[config.mk]
export PLATFORM = sky130hd
export DESIGN_NAME = scgo_core
export DESIGN_NICKNAME = d
export VERILOG_FILES = /design/src/pkg/scgo_pkg.sv /design/src/hdl/scgo_io_bus.sv /design/src/hdl/scgo_core.sv
export SDC_FILE = /design/constraint.sdc
export NUM_CORES = 1
export LEC_CHECK = 0
export BUFFER_PORTS_ARGS = -buffer_cell sky130_fd_sc_hd__buf_2
export CELL_PAD_IN_SITES_DETAIL_PLACEMENT = 1
export CELL_PAD_IN_SITES_GLOBAL_PLACEMENT = 1
export CORE_AREA = 2 2 126 158
export DETAILED_ROUTE_END_ITERATION = 6
export DIE_AREA = 0 0 128 160
export PLACE_DENSITY = 0.88
export RECOVER_POWER = 25
export SETUP_SLACK_MARGIN = 0.4
export SYNTH_ARGS = -nofsm -noshare
export SYNTH_HDL_FRONTEND = slang
export SYNTH_SLANG_ARGS = --single-unit
[constraint.sdc]
create_clock -name clk -period 4 [get_ports clk]
set_input_delay 0 -clock clk [delete_from_list [all_inputs] [get_ports clk]]
set_output_delay 0 -clock clk [all_outputs]
set_load 0.1 [all_outputs]
[src/pkg/scgo_pkg.sv]
// Constants and types for the upper-opcode execute unit and its I/O bus
package scgo_pkg;
   localparam int WORD_W = 24;
   localparam int SLOT_W = 6;
   localparam int NUM_SLOTS = 4;
   localparam int NUM_IRQ = 7;
   localparam int DIV_STEPS = 25;
   localparam int PORT_W = 4;
   localparam logic [5:0] OP_DIV_STEP = 6'h16;
   localparam logic [5:0] OP_ADD = 6'h17;
   localparam logic [5:0] OP_POP_RET = 6'h18;
   localparam logic [5:0] OP_LOAD_ADDR = 6'h19;
   localparam logic [5:0] OP_DUP = 6'h1A;
   localparam logic [5:0] OP_OVER = 6'h1B;
   localparam logic [5:0] OP_PUSH_RET = 6'h1C;
   localparam logic [5:0] OP_STORE_ADDR = 6'h1D;
   localparam logic [5:0] OP_IDLE = 6'h1E;
   localparam logic [5:0] OP_DROP = 6'h1F;
   localparam logic [1:0] IO_READ_TOP = 2'h2;
   localparam logic [1:0] IO_WRITE_TOP = 2'h3;
   localparam logic [3:0] IO_IRQ_REG = 4'h0;
   localparam logic [3:0] IO_SERIAL_DATA = 4'h1;
   localparam logic [3:0] IO_CONST_ZERO = 4'h2;
   localparam logic [3:0] IO_CONST_ONE = 4'h3;
   localparam int IRQ_GLOBAL_BIT = 0;
   localparam int IRQ_ENABLE_LSB = 1;
   localparam int IRQ_STATUS_LSB = 16;
   localparam int IRQ_ANY_BIT = 23;
   localparam int IRQ_RX_LINE = 0;
   localparam int IRQ_TX_LINE = 1;
   localparam logic [7:0] IRQ_ENABLE_RESET = 8'h00;
   localparam logic [23:0] CONST_ZERO_VALUE = 24'h000000;
   localparam logic [23:0] CONST_ONE_VALUE = 24'h000001;
   localparam logic [1:0] SLOT_FIRST = 2'h0;
   typedef enum logic [1:0] {
      SCGO_STK_NONE,
      SCGO_STK_PUSH,
      SCGO_STK_POP
   } scgo_stk_t;
endpackage : scgo_pkg

[src/hdl/scgo_io_bus.sv]
// I/O bus peripherals: interrupt enables and status, serial data, constants
`timescale 1ns/1ps
`default_nettype none
module scgo_io_bus (
   input wire logic clk,
   input wire logic rst,
   input wire logic ce,
   input wire logic [3:0] port_addr,
   input wire logic rd_stb,
   input wire logic wr_stb,
   input wire logic [23:0] wr_data,
   output logic [23:0] rd_data,
   input wire logic [6:0] irq_lines_ext,
   input wire logic rx_done,
   input wire logic tx_done,
   input wire logic [7:0] rx_char,
   output logic [7:0] tx_char,
   output logic tx_load,
   output logic [6:0] irq_lines,
   output logic [7:0] irq_enable
);
   logic [7:0] next_irq_enable;
   logic rx_flag, next_rx_flag;
   logic tx_flag, next_tx_flag;
   logic [7:0] next_tx_char;
   logic [6:0] pending;
   logic [23:0] irq_word;

   always_comb begin
      next_irq_enable = irq_enable;
      next_tx_char = tx_char;
      next_rx_flag = rx_flag;
      next_tx_flag = tx_flag;
      if (wr_stb && port_addr == scgo_pkg::IO_IRQ_REG) begin
         next_irq_enable = wr_data[7:0]; // RULE_15
      end
      if (wr_stb && port_addr == scgo_pkg::IO_SERIAL_DATA) begin
         next_tx_char = wr_data[7:0];
         next_tx_flag = 1'b0; // RULE_21
      end
      if (rd_stb && port_addr == scgo_pkg::IO_SERIAL_DATA) begin
         next_rx_flag = 1'b0; // RULE_20
      end
      // Set wins over a same-cycle clear so no event is lost
      if (rx_done) begin
         next_rx_flag = 1'b1; // RULE_20
      end
      if (tx_done) begin
         next_tx_flag = 1'b1; // RULE_21
      end
   end

   always_ff @(posedge clk or posedge rst) begin
      if (rst) begin
         irq_enable <= scgo_pkg::IRQ_ENABLE_RESET; // RULE_18
         tx_char <= 8'h00;
         rx_flag <= 1'b0;
         tx_flag <= 1'b0;
      end else if (ce) begin
         irq_enable <= next_irq_enable;
         tx_char <= next_tx_char;
         rx_flag <= next_rx_flag;
         tx_flag <= next_tx_flag;
      end
   end

   assign tx_load = ce && wr_stb && port_addr == scgo_pkg::IO_SERIAL_DATA;
   assign irq_lines = {irq_lines_ext[6:2], tx_flag, rx_flag};
   assign pending = irq_lines & irq_enable[7:1];

   always_comb begin
      irq_word = 24'h000000; // RULE_16
      irq_word[7:0] = irq_enable; // RULE_15
      irq_word[22:16] = irq_lines; // RULE_17
      irq_word[scgo_pkg::IRQ_ANY_BIT] = |pending; // RULE_17
   end

   always_comb begin
      case (port_addr) // RULE_14
         scgo_pkg::IO_IRQ_REG: rd_data = irq_word;
         scgo_pkg::IO_SERIAL_DATA: rd_data = {16'h0000, rx_char};
         scgo_pkg::IO_CONST_ZERO: rd_data = scgo_pkg::CONST_ZERO_VALUE;
         scgo_pkg::IO_CONST_ONE: rd_data = scgo_pkg::CONST_ONE_VALUE;
         default: rd_data = 24'h000000;
      endcase
   end
endmodule : scgo_io_bus
`default_nettype wire

[src/hdl/scgo_core.sv]
// Execute unit for opcodes 16..1F and I/O bus read/write instructions
// Functional notes
// RULE_01: Divide step: conditional add, shift pair left
// RULE_02: 25 steps divide pair by negated second
// RULE_03: Opcode 17 pops second, adds, sets carry
// RULE_04: Opcode 18 return top to accumulator, push
// RULE_05: Opcode 19 address to accumulator, push
// RULE_06: Opcode 1A duplicates accumulator onto stack
// RULE_07: Opcode 1B copies second, pushes accumulator
// RULE_08: Opcode 1C pops second, accumulator to return
// RULE_09: Opcode 1D pops second, accumulator to address
// RULE_10: Opcode 1E idles, advances to next slot
// RULE_11: Opcode 1F pops second, drops accumulator
// RULE_12: Read port into accumulator, push old
// RULE_13: Write accumulator to port, pop second
// RULE_14: Port map: irq, serial, zero, one
// RULE_15: Interrupt bit0 global, bits 1-7 enables
// RULE_16: Interrupt bits 8-15 read zero
// RULE_17: Bits 16-22 line status, 23 enabled OR
// RULE_18: Reset clears all interrupt enables
// RULE_19: Block servicing until interrupt return executes
// RULE_20: Receive line set on char, cleared reading
// RULE_21: Transmit line set on done, cleared writing
// RULE_22: Divide step is opcode 16, carry kept
// RULE_23: Four slots per word, high slot first
// RULE_24: Lowest pending enabled line serviced first
`timescale 1ns/1ps
`default_nettype none
module scgo_core (
   input wire logic clk,
   input wire logic rst,
   input wire logic ce,
   input wire logic word_valid,
   input wire logic [23:0] word_in,
   output logic word_req,
   input wire logic interrupt_return_op,
   input wire logic [23:0] second_in,
   input wire logic [23:0] return_top_in,
   output logic [23:0] accumulator_reg,
   output logic [23:0] address_reg,
   output logic carry,
   output scgo_pkg::scgo_stk_t data_stack_op,
   output logic [23:0] data_push_value,
   output scgo_pkg::scgo_stk_t return_stack_op,
   output logic [23:0] return_push_value,
   output logic [1:0] slot_index,
   input wire logic [6:0] irq_lines_ext,
   input wire logic rx_done,
   input wire logic tx_done,
   input wire logic [7:0] rx_char,
   output logic [7:0] tx_char,
   output logic tx_load,
   output logic irq_take,
   output logic [2:0] irq_vector
);
   logic [23:0] word_reg, next_word_reg;
   logic word_full, next_word_full;
   logic [1:0] next_slot_index;
   logic [23:0] next_accumulator, next_address;
   logic next_carry;
   logic irq_blocked, next_irq_blocked;
   logic [5:0] opcode;
   logic exec;
   logic [24:0] sum;
   logic [23:0] div_acc;
   logic [23:0] io_rd_data;
   logic io_rd, io_wr;
   logic [7:0] irq_enable;
   logic [6:0] irq_lines;
   logic [6:0] pending;
   logic any_pending;
   logic [2:0] first_line;
   logic [6:0] lower_busy;
   logic [6:0] winner;

   scgo_io_bus u_io (
      .clk(clk),
      .rst(rst),
      .ce(ce),
      .port_addr(opcode[3:0]),
      .rd_stb(io_rd),
      .wr_stb(io_wr),
      .wr_data(accumulator_reg),
      .rd_data(io_rd_data),
      .irq_lines_ext(irq_lines_ext),
      .rx_done(rx_done),
      .tx_done(tx_done),
      .rx_char(rx_char),
      .tx_char(tx_char),
      .tx_load(tx_load),
      .irq_lines(irq_lines),
      .irq_enable(irq_enable)
   );

   // Slots taken from the top of the word down
   always_comb begin
      case (slot_index) // RULE_23
         2'd0: opcode = word_reg[23:18];
         2'd1: opcode = word_reg[17:12];
         2'd2: opcode = word_reg[11:6];
         default: opcode = word_reg[5:0];
      endcase
   end

   assign exec = ce && word_full;
   assign io_rd = exec && opcode[5:4] == scgo_pkg::IO_READ_TOP;
   assign io_wr = exec && opcode[5:4] == scgo_pkg::IO_WRITE_TOP;
   assign sum = {1'b0, accumulator_reg} + {1'b0, second_in};
   // Keep the sum only if it carried
   assign div_acc = sum[24] ? sum[23:0] : accumulator_reg; // RULE_01

   // Interrupts are only taken between words, so no slot state is lost
   assign pending = irq_lines & irq_enable[7:1];
   assign any_pending = |pending;

   // A line wins only while no lower-numbered line is pending
   generate
      for (genvar g = 0; g < scgo_pkg::NUM_IRQ; g++) begin : g_prio
         if (g == 0) begin : g_head
            assign lower_busy[g] = 1'b0;
         end else begin : g_link
            assign lower_busy[g] = lower_busy[g - 1] | pending[g - 1];
         end
         assign winner[g] = pending[g] & ~lower_busy[g]; // RULE_24
      end
   endgenerate

   // Winner is one-hot, so scan order does not matter
   always_comb begin
      first_line = 3'd0;
      for (int i = 0; i < scgo_pkg::NUM_IRQ; i++) begin
         if (winner[i]) begin
            first_line = 3'(i); // RULE_24
         end
      end
   end

   assign irq_take = ce && !word_full && word_valid && !irq_blocked
      && irq_enable[scgo_pkg::IRQ_GLOBAL_BIT] && any_pending;
   assign irq_vector = first_line;
   assign word_req = !word_full;

   always_comb begin
      next_accumulator = accumulator_reg;
      next_address = address_reg;
      next_carry = carry;
      data_stack_op = scgo_pkg::SCGO_STK_NONE;
      data_push_value = accumulator_reg;
      return_stack_op = scgo_pkg::SCGO_STK_NONE;
      return_push_value = accumulator_reg;
      if (word_full) begin
         if (opcode[5]) begin
            if (opcode[4]) begin
               next_accumulator = second_in; // RULE_13
               data_stack_op = scgo_pkg::SCGO_STK_POP; // RULE_13
            end else begin
               next_accumulator = io_rd_data; // RULE_12
               data_stack_op = scgo_pkg::SCGO_STK_PUSH; // RULE_12
            end
         end else begin
            case (opcode)
               scgo_pkg::OP_DIV_STEP: begin
                  // Carry flag itself is left alone
                  {next_accumulator, next_address} =
                     {div_acc[22:0], address_reg, sum[24]}; // RULE_01 RULE_02 RULE_22
               end
               scgo_pkg::OP_ADD: begin
                  next_accumulator = sum[23:0]; // RULE_03
                  next_carry = sum[24]; // RULE_03
                  data_stack_op = scgo_pkg::SCGO_STK_POP;
               end
               scgo_pkg::OP_POP_RET: begin
                  next_accumulator = return_top_in; // RULE_04
                  return_stack_op = scgo_pkg::SCGO_STK_POP;
                  data_stack_op = scgo_pkg::SCGO_STK_PUSH; // RULE_04
               end
               scgo_pkg::OP_LOAD_ADDR: begin
                  next_accumulator = address_reg; // RULE_05
                  data_stack_op = scgo_pkg::SCGO_STK_PUSH;
               end
               scgo_pkg::OP_DUP: begin
                  data_stack_op = scgo_pkg::SCGO_STK_PUSH; // RULE_06
               end
               scgo_pkg::OP_OVER: begin
                  next_accumulator = second_in; // RULE_07
                  data_stack_op = scgo_pkg::SCGO_STK_PUSH;
               end
               scgo_pkg::OP_PUSH_RET: begin
                  next_accumulator = second_in; // RULE_08
                  data_stack_op = scgo_pkg::SCGO_STK_POP;
                  return_stack_op = scgo_pkg::SCGO_STK_PUSH; // RULE_08
               end
               scgo_pkg::OP_STORE_ADDR: begin
                  next_accumulator = second_in; // RULE_09
                  next_address = accumulator_reg; // RULE_09
                  data_stack_op = scgo_pkg::SCGO_STK_POP;
               end
               scgo_pkg::OP_DROP: begin
                  next_accumulator = second_in; // RULE_11
                  data_stack_op = scgo_pkg::SCGO_STK_POP;
               end
               default: begin
                  // Idle slot and lower opcodes: nothing here
               end
            endcase
         end
      end
      if (!ce) begin
         data_stack_op = scgo_pkg::SCGO_STK_NONE;
         return_stack_op = scgo_pkg::SCGO_STK_NONE;
      end
   end

   // Idle slot simply steps on rather than skipping to the fetch
   always_comb begin
      next_word_reg = word_reg;
      next_word_full = word_full;
      next_slot_index = slot_index;
      if (word_full) begin
         next_slot_index = slot_index + 2'd1; // RULE_10 RULE_23
         if (slot_index == 2'd3) begin
            next_word_full = 1'b0; // RULE_23
         end
      end else if (word_valid && !irq_take) begin
         next_word_reg = word_in;
         next_word_full = 1'b1;
         next_slot_index = scgo_pkg::SLOT_FIRST;
      end
   end

   // Blocking leaves the global enable alone; a take beats a return
   always_comb begin
      next_irq_blocked = irq_blocked;
      if (irq_take) begin
         next_irq_blocked = 1'b1; // RULE_19
      end else if (interrupt_return_op) begin
         next_irq_blocked = 1'b0; // RULE_19
      end
   end

   always_ff @(posedge clk or posedge rst) begin
      if (rst) begin
         word_reg <= 24'h000000;
         word_full <= 1'b0;
         slot_index <= scgo_pkg::SLOT_FIRST;
      end else if (ce) begin
         word_reg <= next_word_reg;
         word_full <= next_word_full;
         slot_index <= next_slot_index;
      end
   end

   always_ff @(posedge clk or posedge rst) begin
      if (rst) begin
         accumulator_reg <= 24'h000000;
         address_reg <= 24'h000000;
         carry <= 1'b0;
      end else if (ce) begin
         accumulator_reg <= next_accumulator;
         address_reg <= next_address;
         carry <= next_carry;
      end
   end

   // A return pulse that arrives while frozen is not remembered
   always_ff @(posedge clk or posedge rst) begin
      if (rst) begin
         irq_blocked <= 1'b0;
      end else if (ce) begin
         irq_blocked <= next_irq_blocked;
      end
   end
endmodule : scgo_core
`default_nettype wire

==> results of run 1 <==
[cells by family after synthesis]
logic type | Yosys count
fa+ha+maj | 30
compound gates | 263
mux | 84
buf+inv | 117
xor+xnor | 19
flops | 95
simple gates | 206
[repair_timing]
action,in CTS,in global routing
resized for setup,0,8
endpoints found under the hold margin,95,0
hold buffers,36,0
setup endpoints to repair,0,43
setup buffers,0,8
[placed cells by master (no fill, tap or decap), types with 15 or more instances in the layout]
cell type      count
o21ai_0           33
nor2_1            61
ha_1              29
buf_2            195
nand3_1           15
buf_4             31
a22oi_1           23
xnor2_1           15
inv_1             20
a222oi_1          16
mux2i_1           42
nand2_1           69
dfrtp_1           93
mux2_2            41
dlygate4sd3_1     36
a21oi_1           71
[routing by layer]
| layer | global-route usage | wire, µm |
|---|---|---|
| met1 | 0.311 | 10900 |
| met4 | 0.142 | 1400 |
| met3 | 0.0509 | 1560 |
| met2 | 0.487 | 14900 |
| met5 | 0 | 10 |
[path summary, 6_finish.rpt]
| path | slack [ns] | cells past startpoint | to |
|---|---|---|---|
| max | 0.51 | 11 | accumulator_reg[23] |
| min in group asynchronous | 1.07 | 3 | u_io.tx_char[3] |
| max in group asynchronous | 1.28 | 3 | slot_index[0] |
| min reg2reg | 0.49 | 2 | carry |
| max reg2reg | 0.51 | 11 | accumulator_reg[23] |
| min | 0.009 | 4 | accumulator_reg[13] |
[final cells by class]
| type | count | area, µm² | area share |
|---|---|---|---|
| tap | 236 | 295 | 0.0327 |
| clock inverter | 6 | 115 | 0.0127 |
| sequential | 95 | 2380 | 0.263 |
| timing repair buffer | 275 | 1620 | 0.179 |
| multi-input combinational | 602 | 4320 | 0.478 |
| clock buffer | 10 | 229 | 0.0253 |
| inverter | 20 | 75.1 | 0.00831 |
[stage by stage]
stage,hold slack (ns),worst slack (ns),instances,TNS [ns]
global route,0.0268,0.345,1244,0
floorplan,0.117,-0.119,814,-0.119
CTS,0.0000317,0.413,1236,0
detailed placement,0.214,0.507,1184,0
finish,0.00891,0.507,1244,0
global placement,0.213,0.647,1184,0
[critical path, delay by kind of cell, from the launching register on]
| family | cells | cell delay, ns |
|---|---|---|
| AND/OR/NAND/NOR | 3 | 1.24 |
| AO/OA/AOI/OAI | 5 | 1.07 |
| flip-flops | 1 | 0.45 |
| buffers and inverters | 2 | 0.32 |
| adder cells (fa/ha/maj) | 1 | 0.32 |
==> impl_results.md, run 1 <==
- RSZ-0062 raised after global routing: no
- Post-synthesis xor/xnor area fraction: 0.0229
- # IOs: 211
- Area delta synth->final: 24.4%
- CORE AREA: 19,100 µm²
- Top post-synthesis cells by area: dfrtp_1, mux2_2, mux2i_1, buf_4, a21oi_1
- GR Overflow Total: 0
- Starting Density: 0.380
- Synth Register Bits: 95
- Crit path DAT: 3.78 ns
- Worst-path cell chain: inv_1, ha_1, a222oi_1, buf_4, a32oi_1, nor3_4, and2_1, a22o_4, o22ai_2, or3b_1, o211ai_1
- Synth Instances: 814
- Clock Tree Root: clkbuf_16
- 1st-pass router iterations: 7
- Final core occ: 0.473
- Status: finished with violations
- DR WL/cell: 23.1 µm
- RR Startpoint: slot_index[0]
- Data required time of the critical path: 4.29 ns
- Die Area: between 20,000 and 25,000 µm²
- Initial antenna violation count: 1
- Count leader, synth: dfrtp_1
- Worst-Margin Slew: 2.54 ns
- Pin count of the biggest net entering global routing: between 60 and 70
- Failing checks: max-capacitance violations, max-slew violations
- Main combinational cell family by area after synthesis: compound AO/OA/AOI/OAI gates
- Area leader, netlist: dfrtp_1
- Global-route wire length before repair: roughly 44,000 µm
- Number of synthesized flops with an enable pin: 0
- Post-Route Skew: about 0.014 ns
- Final min period: 3.49 ns
- Hold Path Origin: return_top_in[13]
- Average instance area after synthesis: just under 9 µm²
- Clock Latency Late Sink: approximately 0.37 ns
- Post-synth top cells: dfrtp_1, a21oi_1, nand2_1
- Crit Path Category: reg2reg
- CTS Buffer Depth: 2
- H-Tree Depth: 3
- Synth top area share: 0.327
- Tcrit/Tclk final: 0.873
- Layout cell share with drive strength beyond 1: 0.304
- Synth Area in Compound Gates: 0.249
- Final hold violations: 0
- CTS Buf Count: 9
- Max cap viols: 1
- Post-Syn Area: ~7300 µm²
- Yosys warnings: 0
- Gpl congestion: 0.906
- Port buffer count: between 200 and 250
- Number of setup violations in the final report: 0
- Via count: 7,500
- Post-Synth Simple-Gate Area: 0.133
- CTS sink count: 95
- Type of origin of the critical path: flip-flop
- Post-route cell area: 9030 µm²
- Seq/Total Area, Yosys: 0.327
- Crit path max fanout: 9
- CP max stage delay: 0.47 ns
- Asr flop ratio synth: 1.00
- CTS clk-pin slew, worst paths: 0.08 ns
- Syn Nets: 938
- Adder-Cell Fraction of Synth Area: 0.0527
- Detail Route Antenna Nets: 0
- Slew margin rel.: -0.691
- Die W: ~130 µm
- Post-layout net count: 1,127
- Number of vias per cell: 6.03
- Library cells used by synthesis: 66
- Tightest Hold Check Type: in2reg
- Crit path from: slot_index[0]
- # fillers: approximately 2,300
- Residual DRC: 0
- Rows: 57
- Pins over their slew limit: between 60 and 70
- ANT cells: 0
- Post-synthesis mux area share: 0.123
- Die H: 160 µm
- Most used DFF post-synth: dfrtp_1
- Vias in the first global route: 7,931
- Area after DPL: 8260 µm²
- HPWL Detailed: roughly 20,000 µm
- Maximum clock rate: 286 MHz
- DRT iter0 DRCs: 559
- CTS tree: done
- Tot GR Track Use: 0.275
- Crit. End Element: flip-flop
- Final WL: between 20,000 and 30,000 µm
- Worst path slowest cell: a222oi_1
Power of run 1 is left out: the tool's default activity adds up to more than one toggle a clock period on the data nets, which glitch-free logic cannot reach.
==> inputs of run 2 (changes only) <==
- CORE_AREA: 2 2 126 158 -> 2 2 125 158
- DIE_AREA: 0 0 128 160 -> 0 0 127 160
- PLACE_DENSITY: 0.88 -> 0.89
- REMOVE_ABC_BUFFERS: not set -> 1
- SYNTH_HIERARCHICAL: not set -> 1
==> impl_results.md, run 2 <==
- Final min period: 3.48 ns (-0.0166 ns)
- Crit path DAT: 3.73 ns (-0.05 ns)
- FF-to-FF setup slack: 0.52 ns (+0.02 ns)
- GR Overflow Total: 0 (unchanged)
- Worst path slowest cell: a222oi_1
- Number of synthesized flops with an enable pin: 0 (unchanged)
- Die H: 160 µm (unchanged)
- Worst-path cell chain: inv_1, ha_1, a222oi_1, nand2_1, a2bb2oi_4, nand2b_4, nor3_4, buf_4, nand4_1, mux2_2
- Main combinational cell family by area after synthesis: compound AO/OA/AOI/OAI gates
- Type of origin of the critical path: flip-flop
- Library cells used by synthesis: 83 (+26%)
- Post-synthesis xor/xnor area fraction: 0.0225 (-0.000445)
- RSZ-0062 raised after global routing: yes
- Via count: 7,346 (-2.1%)
- Footprint of the multi-input gates: 4420 µm² (+2.3%)
- Number of setup violations in the final report: 0 (unchanged)
- Synth Register Bits: 95 (unchanged)
- Slew margin rel.: 0.0656 (+0.757)
- Worst r2r dst: carry
- Post-Syn Area: 7410 µm² (+2.0%)
- Commonest non-fill, non-tap cell in the layout: buf_2
- # fillers: 2,267 (-0.13%)
- CTS sink count: 95 (unchanged)
- Crit Path Category: reg2reg
- Average instance area after synthesis: 8.99 µm² (+0.74%)
- Clock Tree Root: clkbuf_16
- Register area: 2380 µm² (-0.11%)
- Final WL: 27,200 µm (-5.3%)
- Worst R2R Path Depth: 10 (-1)
- CORE AREA: 19,000 µm² (-0.75%)
- Final hold violations: 0 (unchanged)
- Synth Area in Compound Gates: 0.230 (-0.0189)
- Count leader, synth: nand2_1
- Die Area: 20,300 µm² (-0.78%)
- RR Startpoint: slot_index[0]
- Global-route wire length before repair: 42,200 µm (-4.0%)
- Worst-Margin Slew: 1.40 ns (-1.14 ns)
- Hold Path Origin: return_top_in[4]
- Commonest non-fill, non-tap cells in the layout: buf_2, nand2_1, dfrtp_1, a21oi_1, nor2_1
- Hold slack final: 0.00216 ns (-0.00675 ns)
- Post-layout net count: 1,128 (+0.089%)
- Port buffer count: 208 (unchanged)
- Residual DRC: 0 (unchanged)
- Rows: 57 (unchanged)
- Crit path max fanout: 15 (+6)
- Pin count of the biggest net entering global routing: 49 (-25%)
- Worst path top cell family by delay: simple AND/OR/NAND/NOR gates
- Most used DFF post-synth: dfrtp_1
- DR WL/cell: 21.8 µm (-5.4%)
- Max cap viols: 0 (-1)
- Starting Density: 0.390 (+0.0104)
- Hold EP: accumulator_reg[4]
- CP max stage delay: 0.52 ns (+0.05 ns)
- Die W: 127 µm (-0.78%)
- CTS tree: done
- CTS clk-pin slew, worst paths: 0.07 ns (about the same)
- Hold Path Stages: 3 (-1)
- CTS Buf Count: 9 (unchanged)
- Data required time of the critical path: 4.26 ns (-0.03 ns)
- Synth top area share: 0.321 (-0.00636)
- Vias in the first global route: 7,639 (-3.7%)
- Asr flop ratio synth: 1.00 (unchanged)
- Bufs and invs on worst path: 2 (unchanged)
- Maximum clock rate: 288 MHz (+0.48%)
- Post-synthesis mux area share: 0.119 (-0.00409)
- Post-Synth Simple-Gate Area: 0.159 (+0.0263)
- Pins over their slew limit: 0 (-100%)
- DRT iter0 DRCs: 446 (-20%)
- Area leader, netlist: dfrtp_1
- Seq/Total Area, Yosys: 0.321 (-0.00636)
- Post-Route Skew: 0.00872 ns (-0.00486 ns)
- ANT cells: 0 (unchanged)
- Gpl congestion: 0.910 (+0.41%)
- Number of vias per cell: 5.90 (-2.1%)
- Top post-synthesis cells by area: dfrtp_1, mux2_2, buf_4, nand2_1, ha_1
- CTS Buffer Depth: 2 (unchanged)
- # IOs: 211 (unchanged)
- Post-synth top cells: nand2_1, dfrtp_1, buf_4
- Adder-Cell Fraction of Synth Area: 0.0517 (-0.00102)
- Tot GR Track Use: 0.265 (-0.00984)
- Synth Instances: 824 (+1.2%)
- Clock Latency Late Sink: 0.37 ns (about the same)
- Detail Route Antenna Nets: 0 (unchanged)
- Layout cell share with drive strength beyond 1: 0.306 (+0.00267)
- Crit. End Element: flip-flop
- Initial antenna violation count: 0 (-1)
- Tightest Hold Check Type: in2reg
- Yosys warnings: 6 (+6)
- Status: complete, no violations
- 1st-pass router iterations: 6 (-1)
- H-Tree Depth: 3 (unchanged)
- Area delta synth->final: 21.4%
- Tcrit/Tclk final: 0.869 (-0.00416)
- HPWL Detailed: 19,400 µm (-5.4%)
[run 2: what timing repair did]
| item | in CTS | in global routing |
|---|---|---|
| gates resized for setup | 0 | 9 |
| endpoints found under the hold margin | 82 | 0 |
| hold buffers | 34 | 0 |
| buffers inserted | 0 | 5 |
| setup endpoints to repair | 0 | 19 |
[run 2: stage by stage]
stage | cells | cell area [µm²] | TNS [ns] | setup slack (ns) | util
final | 1245 | 8990 | 0 | 0.524 | 0.474
after global routing | 1245 | 8990 | 0 | 0.337 | 0.474
after CTS | 1240 | 8930 | 0 | 0.403 | 0.471
after detailed placement | 1190 | 8300 | 0 | 0.410 | 0.438
after global placement | 1190 | 8300 | 0 | 0.532 | 0.438
after floorplan | 728 | 6780 | -49.61 | -1.24 | -
[run 2: tightest hold or removal path, cell delays in order]
cell and delay (ns):
buf_2 0.08, a221oi_1 0.08, a31oi_1 0.16
[run 2: final cells by class]
class                      instances  share of cell area
clock inverter                     7             0.00682
clock buffer                       9              0.0251
timing repair buffer             265               0.172
multi-input combinational        617               0.492
sequential                        95               0.264
tap                              236              0.0329
inverter                          16             0.00668
[run 2: how the worst max path moves through the flow]
stage / end / from / slack, ns / cells after the start
2_1_floorplan: return_stack_op[0] / slot_index[0] / -1.24 / 7
3_3_place_gp: carry / slot_index[0] / 0.53 / 10
3_5_place_dp: carry / slot_index[0] / 0.41 / 10
4_1_cts: carry / slot_index[0] / 0.40 / 10
5_1_grt: carry / slot_index[0] / 0.34 / 10
6_report: carry / slot_index[0] / 0.52 / 10
[run 2: layer usage]
metal,wire [µm],up-vias,part of all wire,GRT usage
met2,14000,272,0.52,0.477
met3,1490,62,0.055,0.0405
met5,0,-,0,0
met4,833,0,0.031,0.102
li1,-,3366,-,-
met1,10800,3646,0.40,0.315
[run 2: cell families after synthesis]
family,count (synthesis)
flip-flops,95
adder cells (fa/ha/maj),30
buffers and inverters,119
AO/OA/AOI/OAI,237
multiplexers,82
XOR/XNOR,19
AND/OR/NAND/NOR,241
other,1
Power of run 2 is left out for the same reason.
